===== config.mk =====
export PLATFORM = sky130hd
export DESIGN_NAME = asr_core
export DESIGN_NICKNAME = d
export VERILOG_FILES = /design/src/include/asr_pkg.sv /design/src/include/asr_interp_if.sv /design/src/rtl/asr_core.sv /design/src/rtl/asr_interp.sv /design/src/rtl/asr_sync.sv
export VERILOG_INCLUDE_DIRS = /design/src /design/src/include
export SDC_FILE = /design/constraint.sdc
export NUM_CORES = 2
export LEC_CHECK = 0
export ABC_AREA = 1
export BUFFER_PORTS_ARGS = -buffer_cell sky130_fd_sc_hd__buf_2
export CAP_MARGIN = 20
export CORE_MARGIN = 2
export CORE_UTILIZATION = 43
export DETAILED_ROUTE_END_ITERATION = 12
export HOLD_SLACK_MARGIN = 0.02
export SLEW_MARGIN = 10
export SYNTH_ARGS = -nofsm -noshare
export SYNTH_HDL_FRONTEND = slang
export SYNTH_HIERARCHICAL = 1
export SYNTH_SLANG_ARGS = --single-unit

===== constraint.sdc =====
create_clock -name clk -period 38 [get_ports clk]
set_input_delay 1.9 -clock clk [delete_from_list [all_inputs] [get_ports clk]]
set_output_delay 1.9 -clock clk [all_outputs]
set_load 0.01 [all_outputs]

===== src/include/asr_map.svh =====
`ifndef ASR_MAP_SVH
`define ASR_MAP_SVH

// Register byte offsets, decoded from haddr[7:0]
`define ASR_OFS_CTRL 8'h00
`define ASR_OFS_STATUS 8'h04
`define ASR_OFS_IN_PERIOD 8'h08
`define ASR_OFS_W 8

// Control register fields
`define ASR_CTRL_W 3
`define ASR_CTRL_MUTE 0
`define ASR_CTRL_PD 1
`define ASR_CTRL_FOLLOW 2
`define ASR_CTRL_RST 3'h4

// Sample FIFO
`define ASR_FIFO_DEPTH 8
`define ASR_IDX_W 3
`define ASR_PTR_W 4
`define ASR_FILL_MIN 4'h2
`define ASR_FILL_MAX 4'h6
`define ASR_LAG 4'h4

// Rate tracking: period estimate in clk cycles with fraction bits
`define ASR_EST_W 28
`define ASR_EST_FRAC 12
`define ASR_EST_ONE 28'h0001000
`define ASR_SHIFT_SLOW 12
`define ASR_SHIFT_FAST 10
`define ASR_CNT_MAX 16'hffff

// Times and rates
`define ASR_CLK_KHZ 250000
`define ASR_SETTLE_SLOW_MS 800
`define ASR_SETTLE_FAST_MS 200
`define ASR_RATE_MIN_HZ 8000
`define ASR_RATE_MAX_HZ 56000
`define ASR_PER_MAX 16'((`ASR_CLK_KHZ * 1000) / `ASR_RATE_MIN_HZ)
`define ASR_PER_MIN 16'((`ASR_CLK_KHZ * 1000) / `ASR_RATE_MAX_HZ)

// Fine time grid: 65536 phases per input period
`define ASR_UPSAMPLE_FACTOR 65536
`define ASR_FRAC_W 16
`define ASR_DIV_LAST 4'hf
`define ASR_GRID_KHZ 3276800
`define ASR_GRID_PS 300

`endif


===== src/include/asr_pkg.sv =====
package asr_pkg;

	typedef logic [15:0] asr_samp_t;

	typedef struct packed {
		asr_samp_t l;
		asr_samp_t r;
	} asr_pair_s;

	typedef enum logic [1:0] {ASR_IDLE, ASR_DIV, ASR_MAC} asr_eng_e;

endpackage


===== src/include/asr_interp_if.sv =====
`timescale 1ns/1ps
interface asr_interp_if;
	import asr_pkg::*;
	logic start;
	asr_pair_s older;
	asr_pair_s newer;
	logic [15:0] elapsed;
	logic [15:0] period;
	logic done;
	asr_pair_s held;
	modport ctl (output start, older, newer, elapsed, period, input done, held);
	modport eng (input start, older, newer, elapsed, period, output done, held);
endinterface


===== src/rtl/asr_core.sv =====
`timescale 1ns/1ps
`include "asr_map.svh"
// Summary of operation
// - Reset holds all logic idle
// - Mute status high while FIFO pointers overlap
// - Mute request forces output samples to zero
// - Select high: slow settling, about 800 ms
// - Select low: fast settling, about 200 ms
// - Settle select synchronised, may change anytime
// - Power-down request stops activity, low dissipation
// - 250 MHz clock, 8 to 56 kHz rates
// - External clock replaces oscillator as master clock
// - Conceptual upsampling with zero stuffing before filtering
// - Interpolation ratio is 65536 phases
// - Interpolation kernel band-limits before resampling
// - Held result register is the zero-order hold
// - Fine grid about 300 ps, 3.2768 GHz
// - Polyphase phase select instead of direct convolution
// - Write pointer advanced by input frame clock
// - Settle select switches servo loop filter coefficients
// - Frame clocks synchronised before rate tracking
module asr_core #(
	parameter int SETTLE_SLOW_CYC = `ASR_SETTLE_SLOW_MS * `ASR_CLK_KHZ, // Slow settle window
	parameter int SETTLE_FAST_CYC = `ASR_SETTLE_FAST_MS * `ASR_CLK_KHZ // Fast settle window
) (
	input wire logic clk, // Master clock
	input wire logic rst, // Async reset, active high
	input wire logic hsel, // AHB slave select
	input wire logic [31:0] haddr, // AHB address
	input wire logic [1:0] htrans, // AHB transfer type
	input wire logic hwrite, // AHB write
	input wire logic [2:0] hsize, // AHB size, words only
	input wire logic [31:0] hwdata, // AHB write data
	input wire logic hready, // AHB bus ready
	output logic [31:0] hrdata, // AHB read data
	output logic hreadyout, // AHB slave ready
	output logic hresp, // AHB response, always OKAY
	input wire logic input_frame_clock, // Input sample clock
	input wire logic output_frame_clock, // Output sample clock
	input wire logic slow_settle_select, // Async settle mode select
	input wire asr_pkg::asr_pair_s in_sample, // Stereo input sample
	output asr_pkg::asr_pair_s out_sample, // Stereo output sample
	output logic out_valid, // Output sample strobe
	output logic mute_status // FIFO pointer overlap
);
	import asr_pkg::*;

	typedef struct packed {
		logic fi_d;
		logic fo_d;
		logic sel_d;
		logic [`ASR_PTR_W-1:0] wptr;
		logic [`ASR_PTR_W-1:0] rptr;
		asr_pair_s [`ASR_FIFO_DEPTH-1:0] fifo;
		logic [15:0] cnt_in;
		logic [`ASR_EST_W-1:0] est_in;
		logic [`ASR_EST_W-1:0] vph;
		logic [27:0] settle;
		logic [`ASR_CTRL_W-1:0] ctrl;
		logic mute_status;
		logic start;
		logic busy;
		asr_pair_s out_sample;
		logic out_valid;
		logic pend;
		logic [`ASR_OFS_W-1:0] a_ofs;
		logic a_wr;
		logic hreadyout;
		logic [31:0] hrdata;
		logic hresp;
	} asr_core_s;

	localparam logic [27:0] SLOW_CYC = 28'(SETTLE_SLOW_CYC);
	localparam logic [27:0] FAST_CYC = 28'(SETTLE_FAST_CYC);

	asr_core_s st, next_st;
	logic [2:0] sync_q;
	logic fi, fo, sel;
	logic fi_evt, fo_evt, pd, muted, accept, fill_bad, rate_ok;
	logic [`ASR_PTR_W-1:0] fill;
	logic [15:0] meas;
	logic signed [`ASR_EST_W:0] diff;
	logic signed [`ASR_EST_W:0] step;
	logic [31:0] rdata;

	asr_interp_if u_if();

	// clk is the master clock whether from the crystal or an external source
	asr_sync #(.N(3)) u_sync (
		.clk(clk),
		.rst(rst),
		.async_in({slow_settle_select, output_frame_clock, input_frame_clock}),
		.sync_out(sync_q)
	);

	asr_interp u_interp (
		.clk(clk),
		.rst(rst),
		.bus(u_if.eng)
	);

	// Frame clocks and select only used after the synchroniser
	assign fi = sync_q[0];
	assign fo = sync_q[1];
	assign sel = sync_q[2];
	assign fi_evt = fi & ~st.fi_d;
	assign fo_evt = fo & ~st.fo_d;
	assign pd = st.ctrl[`ASR_CTRL_PD];
	// Automatic muting when mute status is looped back
	assign muted = st.ctrl[`ASR_CTRL_MUTE] | (st.ctrl[`ASR_CTRL_FOLLOW] & st.mute_status);
	assign fill = st.wptr - st.rptr;
	assign fill_bad = (fill < `ASR_FILL_MIN) || (fill > `ASR_FILL_MAX);
	assign accept = hsel & hready & htrans[1];
	assign rate_ok = (st.est_in[`ASR_EST_W-1:`ASR_EST_FRAC] >= `ASR_PER_MIN) &&
		(st.est_in[`ASR_EST_W-1:`ASR_EST_FRAC] <= `ASR_PER_MAX);

	// Servo loop: first-order low pass on the measured input period
	assign meas = (st.cnt_in == `ASR_CNT_MAX) ? st.cnt_in : st.cnt_in + 16'h1;
	assign diff = $signed({1'b0, meas, `ASR_EST_FRAC'(0)}) - $signed({1'b0, st.est_in});
	// Longer time constant in slow mode rejects more jitter
	assign step = sel ? (diff >>> `ASR_SHIFT_SLOW) : (diff >>> `ASR_SHIFT_FAST);

	// Phase request to the interpolator reads the FIFO at the virtual read point
	assign u_if.start = st.start;
	assign u_if.newer = st.fifo[st.rptr[`ASR_IDX_W-1:0]];
	assign u_if.older = st.fifo[st.rptr[`ASR_IDX_W-1:0] - `ASR_IDX_W'(1)];
	assign u_if.elapsed = st.vph[`ASR_EST_W-1:`ASR_EST_FRAC];
	assign u_if.period = st.est_in[`ASR_EST_W-1:`ASR_EST_FRAC];

	always_comb begin
		case (st.a_ofs)
			`ASR_OFS_CTRL: rdata = {29'h0, st.ctrl};
			`ASR_OFS_STATUS: rdata = {24'h0, fill, rate_ok, sel, st.settle == '0,
				st.mute_status};
			`ASR_OFS_IN_PERIOD: rdata = {16'h0, st.est_in[`ASR_EST_W-1:`ASR_EST_FRAC]};
			default: rdata = 32'h0;
		endcase
	end

	always_comb begin
		next_st = st;
		next_st.start = 1'b0;
		next_st.out_valid = 1'b0;
		next_st.fi_d = fi;
		next_st.fo_d = fo;
		next_st.sel_d = sel;

		// A mode change restarts the settling window
		if (sel != st.sel_d) begin
			next_st.settle = sel ? SLOW_CYC : FAST_CYC;
		end else if (st.settle != '0) begin
			next_st.settle = st.settle - 28'h1;
		end

		if (!pd) begin
			next_st.cnt_in = meas;
			if (fi_evt) begin
				// Input samples written at the input frame rate
				next_st.fifo[st.wptr[`ASR_IDX_W-1:0]] = in_sample;
				next_st.wptr = st.wptr + `ASR_PTR_W'(1);
				next_st.cnt_in = 16'h0;
				if (st.cnt_in == `ASR_CNT_MAX) begin
					// First edge after reset or a stalled source: no whole period seen
					next_st.est_in = st.est_in;
				end else if (st.est_in == '0) begin
					next_st.est_in = {meas, `ASR_EST_FRAC'(0)};
				end else begin
					next_st.est_in = st.est_in + step[`ASR_EST_W-1:0];
				end
			end

			// Read side follows the filtered period, not the raw edges, so jitter
			// on the frame clocks does not reach the read point
			if ((st.est_in != '0) && (st.vph + `ASR_EST_ONE >= st.est_in)) begin
				next_st.vph = st.vph + `ASR_EST_ONE - st.est_in;
				next_st.rptr = st.rptr + `ASR_PTR_W'(1);
			end else begin
				next_st.vph = st.vph + `ASR_EST_ONE;
			end

			if (fo_evt) begin
				// Overlap marks the data invalid and re-centres the read point
				next_st.mute_status = fill_bad;
				if (fill_bad) begin
					next_st.rptr = st.wptr - `ASR_LAG;
					next_st.vph = '0;
				end
				// An output event during a running phase is dropped; the engine
				// needs 18 cycles against thousands between frames
				if (!st.busy) begin
					next_st.start = 1'b1;
					next_st.busy = 1'b1;
				end
			end
		end else begin
			next_st.out_sample = '0;
		end

		if (u_if.done) begin
			next_st.busy = 1'b0;
			next_st.out_sample = (muted | pd) ? '0 : u_if.held;
			next_st.out_valid = ~pd;
		end

		// AHB-Lite slave with one wait state per transfer
		if (st.pend) begin
			next_st.pend = 1'b0;
			next_st.hreadyout = 1'b1;
			if (st.a_wr) begin
				if (st.a_ofs == `ASR_OFS_CTRL) begin
					next_st.ctrl = hwdata[`ASR_CTRL_W-1:0];
				end
			end else begin
				next_st.hrdata = rdata;
			end
		end else if (accept) begin
			next_st.pend = 1'b1;
			next_st.a_ofs = haddr[`ASR_OFS_W-1:0];
			next_st.a_wr = hwrite;
			next_st.hreadyout = 1'b0;
		end
	end

	// Pointers and loop state cleared, mute held until the pointers separate
	always_ff @(posedge clk or posedge rst) begin
		if (rst) begin
			st <= '0;
			st.ctrl <= `ASR_CTRL_RST;
			st.mute_status <= 1'b1;
			st.cnt_in <= `ASR_CNT_MAX;
			st.hreadyout <= 1'b1;
			st.settle <= FAST_CYC;
		end else begin
			st <= next_st;
		end
	end

	assign hrdata = st.hrdata;
	assign hreadyout = st.hreadyout;
	assign hresp = st.hresp;
	assign out_sample = st.out_sample;
	assign out_valid = st.out_valid;
	assign mute_status = st.mute_status;

	chk_mute_zero: assert property (@(posedge clk) disable iff (rst)
		(st.out_valid && $past(st.ctrl[`ASR_CTRL_MUTE])) |-> (st.out_sample == '0))
		else $error("muted output sample is not zero");

	chk_mute_overlap: assert property (@(posedge clk) disable iff (rst)
		(fo_evt && !pd) |=> (st.mute_status == $past(fill_bad)))
		else $error("mute status does not follow pointer overlap");

	chk_mute_stable: assert property (@(posedge clk) disable iff (rst)
		!(fo_evt && !pd) |=> $stable(st.mute_status))
		else $error("mute status changed without an output event");

	chk_pd_quiet: assert property (@(posedge clk) disable iff (rst)
		pd |=> (!st.out_valid && st.out_sample == '0))
		else $error("activity on output during power-down");

	chk_wptr_step: assert property (@(posedge clk) disable iff (rst)
		(fi_evt && !pd) |=> (st.wptr == $past(st.wptr) + `ASR_PTR_W'(1)))
		else $error("write pointer did not advance on input frame");

	chk_sync_edge: assert property (@(posedge clk) disable iff (rst)
		fi_evt |-> ($past(input_frame_clock, 2) && !$past(input_frame_clock, 3)))
		else $error("input frame event not two cycles after pin edge");

	chk_settle_load: assert property (@(posedge clk) disable iff (rst)
		(sel != st.sel_d) |=> (st.settle == ($past(sel) ? SLOW_CYC : FAST_CYC)))
		else $error("settle window not reloaded on mode change");

	chk_bus_wait: assert property (@(posedge clk) disable iff (rst)
		(accept && !st.pend) |=> !st.hreadyout ##1 st.hreadyout)
		else $error("bus transfer not answered after one wait state");

	chk_ctrl_write: assert property (@(posedge clk) disable iff (rst)
		(st.pend && st.a_wr && st.a_ofs == `ASR_OFS_CTRL) |=>
		(st.ctrl == $past(hwdata[`ASR_CTRL_W-1:0])))
		else $error("control write not applied");

	chk_unmuted_pass: assert property (@(posedge clk) disable iff (rst)
		(st.out_valid && !$past(muted) && !$past(pd)) |-> (st.out_sample == $past(u_if.held)))
		else $error("unmuted output sample differs from held result");

	chk_recentre_read: assert property (@(posedge clk) disable iff (rst)
		(fo_evt && !pd && fill_bad) |=> (st.rptr == $past(st.wptr) - `ASR_LAG))
		else $error("read point not re-centred after pointer overlap");

	chk_pd_frozen: assert property (@(posedge clk) disable iff (rst)
		pd |=> ($stable(st.wptr) && $stable(st.rptr)))
		else $error("FIFO pointers moved during power-down");

	chk_settle_count: assert property (@(posedge clk) disable iff (rst)
		(sel == st.sel_d && st.settle != '0) |=> (st.settle == $past(st.settle) - 28'h1))
		else $error("settle window did not count down");

	chk_out_pulse: assert property (@(posedge clk) disable iff (rst)
		st.out_valid |=> !st.out_valid)
		else $error("output strobe longer than one cycle");
endmodule


===== src/rtl/asr_interp.sv =====
`timescale 1ns/1ps
`include "asr_map.svh"
module asr_interp (
	input wire logic clk, // Master clock
	input wire logic rst, // Async reset, active high
	asr_interp_if.eng bus // Phase request and held result
);
	import asr_pkg::*;

	typedef struct packed {
		asr_eng_e eng;
		logic [3:0] cnt;
		logic [15:0] rem;
		logic [15:0] per;
		logic [`ASR_FRAC_W-1:0] quo;
		asr_pair_s older;
		asr_pair_s newer;
		asr_pair_s held;
		logic done;
	} asr_interp_s;

	asr_interp_s st, next_st;
	logic [16:0] trial;

	// Weighted blend of the two neighbouring coarse samples by the fine phase
	function automatic asr_samp_t blend(input asr_samp_t a, input asr_samp_t b,
		input logic [`ASR_FRAC_W-1:0] f);
		logic signed [16:0] d;
		logic signed [33:0] p;
		logic signed [17:0] s;
		d = $signed({b[15], b}) - $signed({a[15], a});
		p = d * $signed({1'b0, f});
		s = $signed({{2{a[15]}}, a}) + p[33:16];
		return s[15:0];
	endfunction

	always_comb begin
		next_st = st;
		next_st.done = 1'b0;
		trial = {st.rem, 1'b0};
		case (st.eng)
			ASR_IDLE: begin
				if (bus.start) begin
					next_st.eng = ASR_DIV;
					next_st.cnt = 4'h0;
					next_st.quo = '0;
					next_st.per = bus.period;
					next_st.older = bus.older;
					next_st.newer = bus.newer;
					// Phase past the period is clamped to the last phase
					next_st.rem = (bus.elapsed >= bus.period) ? bus.period - 16'h1 : bus.elapsed;
				end
			end
			ASR_DIV: begin
				// One quotient bit a cycle selects one of 65536 phases
				if (trial >= {1'b0, st.per}) begin
					next_st.rem = 16'(trial - {1'b0, st.per});
					next_st.quo = {st.quo[`ASR_FRAC_W-2:0], 1'b1};
				end else begin
					next_st.rem = trial[15:0];
					next_st.quo = {st.quo[`ASR_FRAC_W-2:0], 1'b0};
				end
				next_st.cnt = st.cnt + 4'h1;
				if (st.cnt == `ASR_DIV_LAST) begin
					next_st.eng = ASR_MAC;
				end
			end
			ASR_MAC: begin
				// Only the selected phase is evaluated, never the full dense kernel
				next_st.held.l = blend(st.older.l, st.newer.l, st.quo);
				next_st.held.r = blend(st.older.r, st.newer.r, st.quo);
				next_st.done = 1'b1;
				next_st.eng = ASR_IDLE;
			end
			default: begin
				next_st.eng = ASR_IDLE;
			end
		endcase
	end

	always_ff @(posedge clk or posedge rst) begin
		if (rst) begin
			st <= '0;
		end else begin
			st <= next_st;
		end
	end

	// Result register is the zero-order hold
	assign bus.held = st.held;
	assign bus.done = st.done;

	chk_phase_latency: assert property (@(posedge clk) disable iff (rst)
		(bus.start && st.eng == ASR_IDLE) |-> ##18 st.done)
		else $error("phase result not ready 18 cycles after start");

	chk_zoh_hold: assert property (@(posedge clk) disable iff (rst)
		$changed(st.held) |-> st.done)
		else $error("held sample changed outside a result cycle");
endmodule


===== src/rtl/asr_sync.sv =====
`timescale 1ns/1ps
module asr_sync #(
	parameter int N = 3 // Number of bits
) (
	input wire logic clk, // Master clock
	input wire logic rst, // Async reset, active high
	input wire logic [N-1:0] async_in, // Unsynchronised levels
	output logic [N-1:0] sync_out // Synchronised levels
);
	typedef struct packed {
		logic [N-1:0] s1;
		logic [N-1:0] s2;
	} asr_sync_s;

	asr_sync_s st, next_st;

	always_comb begin
		next_st.s1 = async_in;
		next_st.s2 = st.s1;
	end

	always_ff @(posedge clk or posedge rst) begin
		if (rst) begin
			st <= '0;
		end else begin
			st <= next_st;
		end
	end

	assign sync_out = st.s2;
endmodule


# --- After elaboration in Yosys (flattened, before gate mapping) ---
# Cells that the tools add are included.
classes:
  add_sub_neg: 18
  n_mul: 2
  n_lt_le_gt_ge: 11
  eq_ne: 10
  n_mux: 40
  n_bitwise: 13
  n_reduce_logical: 25
ops:
  columns: ["operator", "n"]
  rows:
  - ["bitwise mux 256 bit", 1]
  - ["two-way mux 28 bit", 8]
  - ["binary-select mux 32 bit (select 3 bit)", 2]
  - ["two-way mux 32 bit", 5]
  - ["two-way mux 118 bit", 1]
  - ["demux 32 bit (select 3 bit)", 1]
  - ["multiplier 17 x 17 -> 32 bit", 2]
  - ["logical NOT 28 bit", 2]
  - ["nonzero test 28 bit", 2]
  - ["two-way mux 16 bit", 3]
  - ["case mux 16 bit (3 select lines)", 1]
  - ["two-way mux 44 bit", 1]
  - ["case mux 20 bit (2 select lines)", 1]
  - ["two-way mux 34 bit", 1]
  - ["subtractor 16 x 16 -> 17 bit", 2]
  - ["adder 16 bit", 2]
  - ["case mux 16 bit (2 select lines)", 1]
  - ["subtractor 28 x 28 -> 29 bit", 1]
  - ["adder 28 x 13 -> 28 bit, second input constant", 1]
  - ["adder 28 bit", 1]
  - [">= comparator 28 bit", 1]
  - ["subtractor 28 x 1 -> 28 bit, second input constant", 1]
  - ["subtractor 28 bit", 1]
  - ["two-way mux 18 bit", 1]
  - ["other kinds (39)", 76]
totals:
  register_bits: 606
  inputBits: 109
  out_inout_bits: 68

# --- Longest topological paths before layout ---
logic_depth:
  depth_word: 8
  mapped_depth: 54
  ltp_nobuf: 53

# --- Cells and area by module ---
# Netlist, hierarchy kept.
modules_own_cells:
  columns: ["mod", "n_inst", "cells_each", "area_per_inst_um2", "seq_area_each_um2"]
  rows:
  - ["asr_interp", 1, 3900, 30630.6, 3778.6]
  - ["asr_core", 1, 3968, 28033.1, 10874.2]
  - ["asr_sync", 1, 7, 153.9, 150.1]

# --- Worst setup path before layout ---
# No wires, ideal clock.
synth_timing:
  path_kind: "reg2reg"
  startpoint: "reg u_interp/st[65] (netlist name)"
  endpoint: "reg u_interp.st (netlist bit u_interp/bus.held[15])"
  setup_time_ps: 118
  arrival_time_ps: 8045
  t_required_ps: 37882
  slack_ps: 29837
  stages_incl_launch_ff: 42
  path_buffers: 1
  synth_period_minus_slack_ps: 8163
  path_cell_list: "dfrtp_1 > ha_1 > fa_1 > o21ai_1 > o21ai_2 > o21ai_4 > nand2_1 > nand2_1 > nand2_1 > nand2_1 > buf_2 > nor2_1 > fa_1 > inv_1 > fa_1 > inv_1 > fa_1 > fa_1 > [... 6 more ...] > nor2_1 > inv_1 > nor3_1 > nand3_1 > nand3_1 > a21boi_0 > o21ai_0 > xor2_1 > inv_1 > ha_1 > a31oi_1 > a21bo_2 > a31oi_1 > nand3_1 > nand2_1 > nand2_1 > nand3_1 > nand2_1"
synth_via:
  elab_chain_len: 3
synth_rtl:
  columns: ["element", "line_no", "source"]
  rows:
  - ["start: declaration", "asr_interp.sv:22", "asr_interp_s st, next_st;"]
  - ["start signal: assignment", "asr_interp.sv:85", "st <= next_st;"]
  - ["subtractor 16 x 16 -> 17 bit", "asr_interp.sv:31", "d = $signed({b[15], b}) - $signed({a[15], a});"]
  - ["multiplier 17 x 17 -> 32 bit", "asr_interp.sv:32", "p = d * $signed({1'b0, f});"]
  - ["adder 16 bit (*)", "asr_interp.sv:33", "s = $signed({{2{a[15]}}, a}) + p[33:16];"]
# Every way passes the cells marked *; elsewhere a longest branch is shown, timed or not.
# A chain may end at the register's enable or synchronous reset.

# --- Worst setup path in the final report ---
layout_timing:
  startpoint: "reg u_interp/st[81] (netlist name)"
  endpoint: "reg u_interp.st (netlist bit u_interp/bus.held[31])"
# The elaborated chain is that of the path after synthesis.

==> reports/results.ini <==
[sta]
holdWs_ns=0.351
hold_viol_final=0
setup_tns_ns=0
drv_slew=0
slew_headroom=0.266
fin_skew_ns=0.0490
setup_violations=0
max_freq_ghz=0.0951
layout_worst_path_cycle_share=0.277
max_slew.worst_pin.slew_ns=1.10
layout_min_cycle_time_ns=10.51
rsz0062_at_grt=false

[detailed_routing]
drt_iter0_markers=3920
wire_per_inst_microns=18.7
drc=0
dr.pass1.iters=6
vias=51385
viasPerCell=5.36
wirelength_microns=179000
drt.antenna.violating_nets=0

[global_route]
antenna_found_initial=1
grt_pass1_vias=50189
gr-total-overflow=0
grt.total_usage=0.256
grt_pass1_wl_microns=284000
grt_start_max_net_pins=209

[clock_tree]
cts.path.max_buffers=3
clk_latency_ns=0.72
root_buffer=clkbuf_16
cts_hold_buf=0
cts_buffers=75
cts_tree=built
cts_resized=0
clk_pin_slew_ns=0.06
post-cts-setup-buffer-count=0
clock-sinks=590
h-tree-depth=3

[floorplanning]
core_sq_um=136000
io_pins=177
row_count=135
die-width_microns=374
dieArea_sq_um=140000
die_h_microns=374
start_util=0.434

[logic_synthesis]
synthFlopType=dfrtp_1
yosysSeqAreaShare=0.252
syn_inst=7875
synth.distinct_cells=73
synthArstFlopShare=1.00
netlist_area_sq_um=58800
yosys_warnings=6
netlist.top_cell.by_area=dfrtp_1
synth_enable_flop_cells=0
ys_top_cells_by_area=dfrtp_1, fa_1, nand2_1
syn_avg_cell_area_sq_um=7.47
synth.top_cell.area_share=0.238
synth-seq-cells=590

[setup_path]
start_kind=flop
critPathCaptureType=flop
cp.required_ns=38.62
critPathArrivalTime_ns=11.13
critical_path_buf_inv_count=8
crit_top_cell=nand2_1
crit_family=adder cells
cp_max_fo=9
cpPeakStageDelay_ns=0.78
critPathSlowestCell=nor4_1
critical_path_class=flop to flop

[final_layout]
syn2layout_area_growth_pct=7.10
finalInstanceArea_sq_um=63000
layout.nets=8736
drive_above_1_share=0.0555

[min_path]
min_path_type=flop to flop

[place]
dp_hpwl_microns=133000
port_buffers=102
place_area_sq_um=60400
gp_congestion=0.922

[status]
status=completed

[job]
max_cap_violations=0

-- worst paths after layout --
check	start	endpoint	slack, ns	cells after the start
worst max-delay path	u_interp/st[81]	u_interp/bus.held[31]	27.49	44
worst min-delay path	u_sync/next_st[1]	u_sync/sync_out[1]	0.35	0
worst max register to register	u_interp/st[81]	u_interp/bus.held[31]	27.49	44
worst min register to register	u_sync/next_st[1]	u_sync/sync_out[1]	0.35	0
max in group asynchronous	rst	st[395]	33.07	7
min in group asynchronous	rst	u_sync/sync_out[0]	1.22	2
-- state kept, by name (all words and copies together), names as in the netlist --
name	count
hrdata	16
u_interp/st	118
pd	1
mute_status	1
u_sync/next_st	3
st	380
u_interp/bus.held	32
hreadyout	1
u_interp/bus.done	1
u_if.start	1
u_sync/sync_out	3
out_valid	1
out_sample	32
-- cells in the final DEF, fill, tap and decap left out, types with 31 or more instances in the layout --
cell	n
nand2_1	1801
inv_1	1309
o21ai_0	742
nor2_1	673
dfrtp_1	556
fa_1	538
a21oi_1	400
nand3_1	353
ha_1	343
buf_2	102
xor2_1	84
clkbuf_16	75
buf_4	60
nand4_1	59
nor3_1	59
a31oi_1	59
xnor2_1	57
o211ai_1	52
or2_2	38
o22ai_1	38
a32oi_1	31
dfstp_2	31
-- routing by layer --
layer | wire length, microns | global-route usage
met2 | 82300 | 0.413
met4 | 4960 | 0.0735
met5 | 0 | 0
met1 | 80900 | 0.362
met3 | 10800 | 0.0325
-- cells in the mapped netlist (all sizes together), types with 2 or more instances --
cell and number:
nor2 685, o22ai 38, nand4 65, nor3 64, a21boi 6, a211oi 11
ha 344, a22oi 10, or2 45, nand3 356, nor4 15, a32oi 31
clkinv 20, a21o 21, mux2 3, xnor2 60, o31ai 21, nor3b 2
nand3b 9, a31oi 61, a22o 2, dfstp 31, o221ai 3, and3 2
o21a 10, a221oi 3, nand2 1808, o21ai 759, dfrtp 559, inv 1327
o211ai 52, fa 538, clkbuf 233, xor2 90, o21bai 16, and2 5
buf 157, a21oi 402
-- cell families (layout without fill, tap and decap cells) --
logic type | count (synthesis) | after routing | synth area share
AOI/OAI and AO/OA | 1454 | 1454 | 0.136
other | 1 | 18 | 0.0000638
muxes | 3 | 3 | 0.000574
adders and majority gates | 882 | 882 | 0.256
buffers and inverters | 1737 | 1652 | 0.119
DFF | 590 | 590 | 0.252
and+or+nand+nor | 3058 | 3058 | 0.213
xor gates and xnor gates | 150 | 150 | 0.0232
-- area by class of cell --
| cell class | count | area [sq um] |
|---|---|---|
| antenna | 1 | 2.50 |
| clock buffer | 107 | 2120 |
| clock inverter | 31 | 448 |
| fill | 13758 | 72600 |
| inverter | 1347 | 5080 |
| multi-input combinational | 5564 | 37200 |
| sequential | 590 | 14800 |
| tap | 1781 | 2230 |
| timing repair buffer | 167 | 1070 |
-- through the flow --
step	setup WS (ns)	util	instances
floorplan	24.09	-	7891
global placement	27.80	0.445	9446
detailed placement	27.74	0.445	9447
CTS	27.67	0.464	9585
global route	26.78	0.464	9587
finish	27.49	0.464	9588
Power is left out: the tool's default activity adds up to more than one toggle a clock period on the data nets, which glitch-free logic cannot reach.
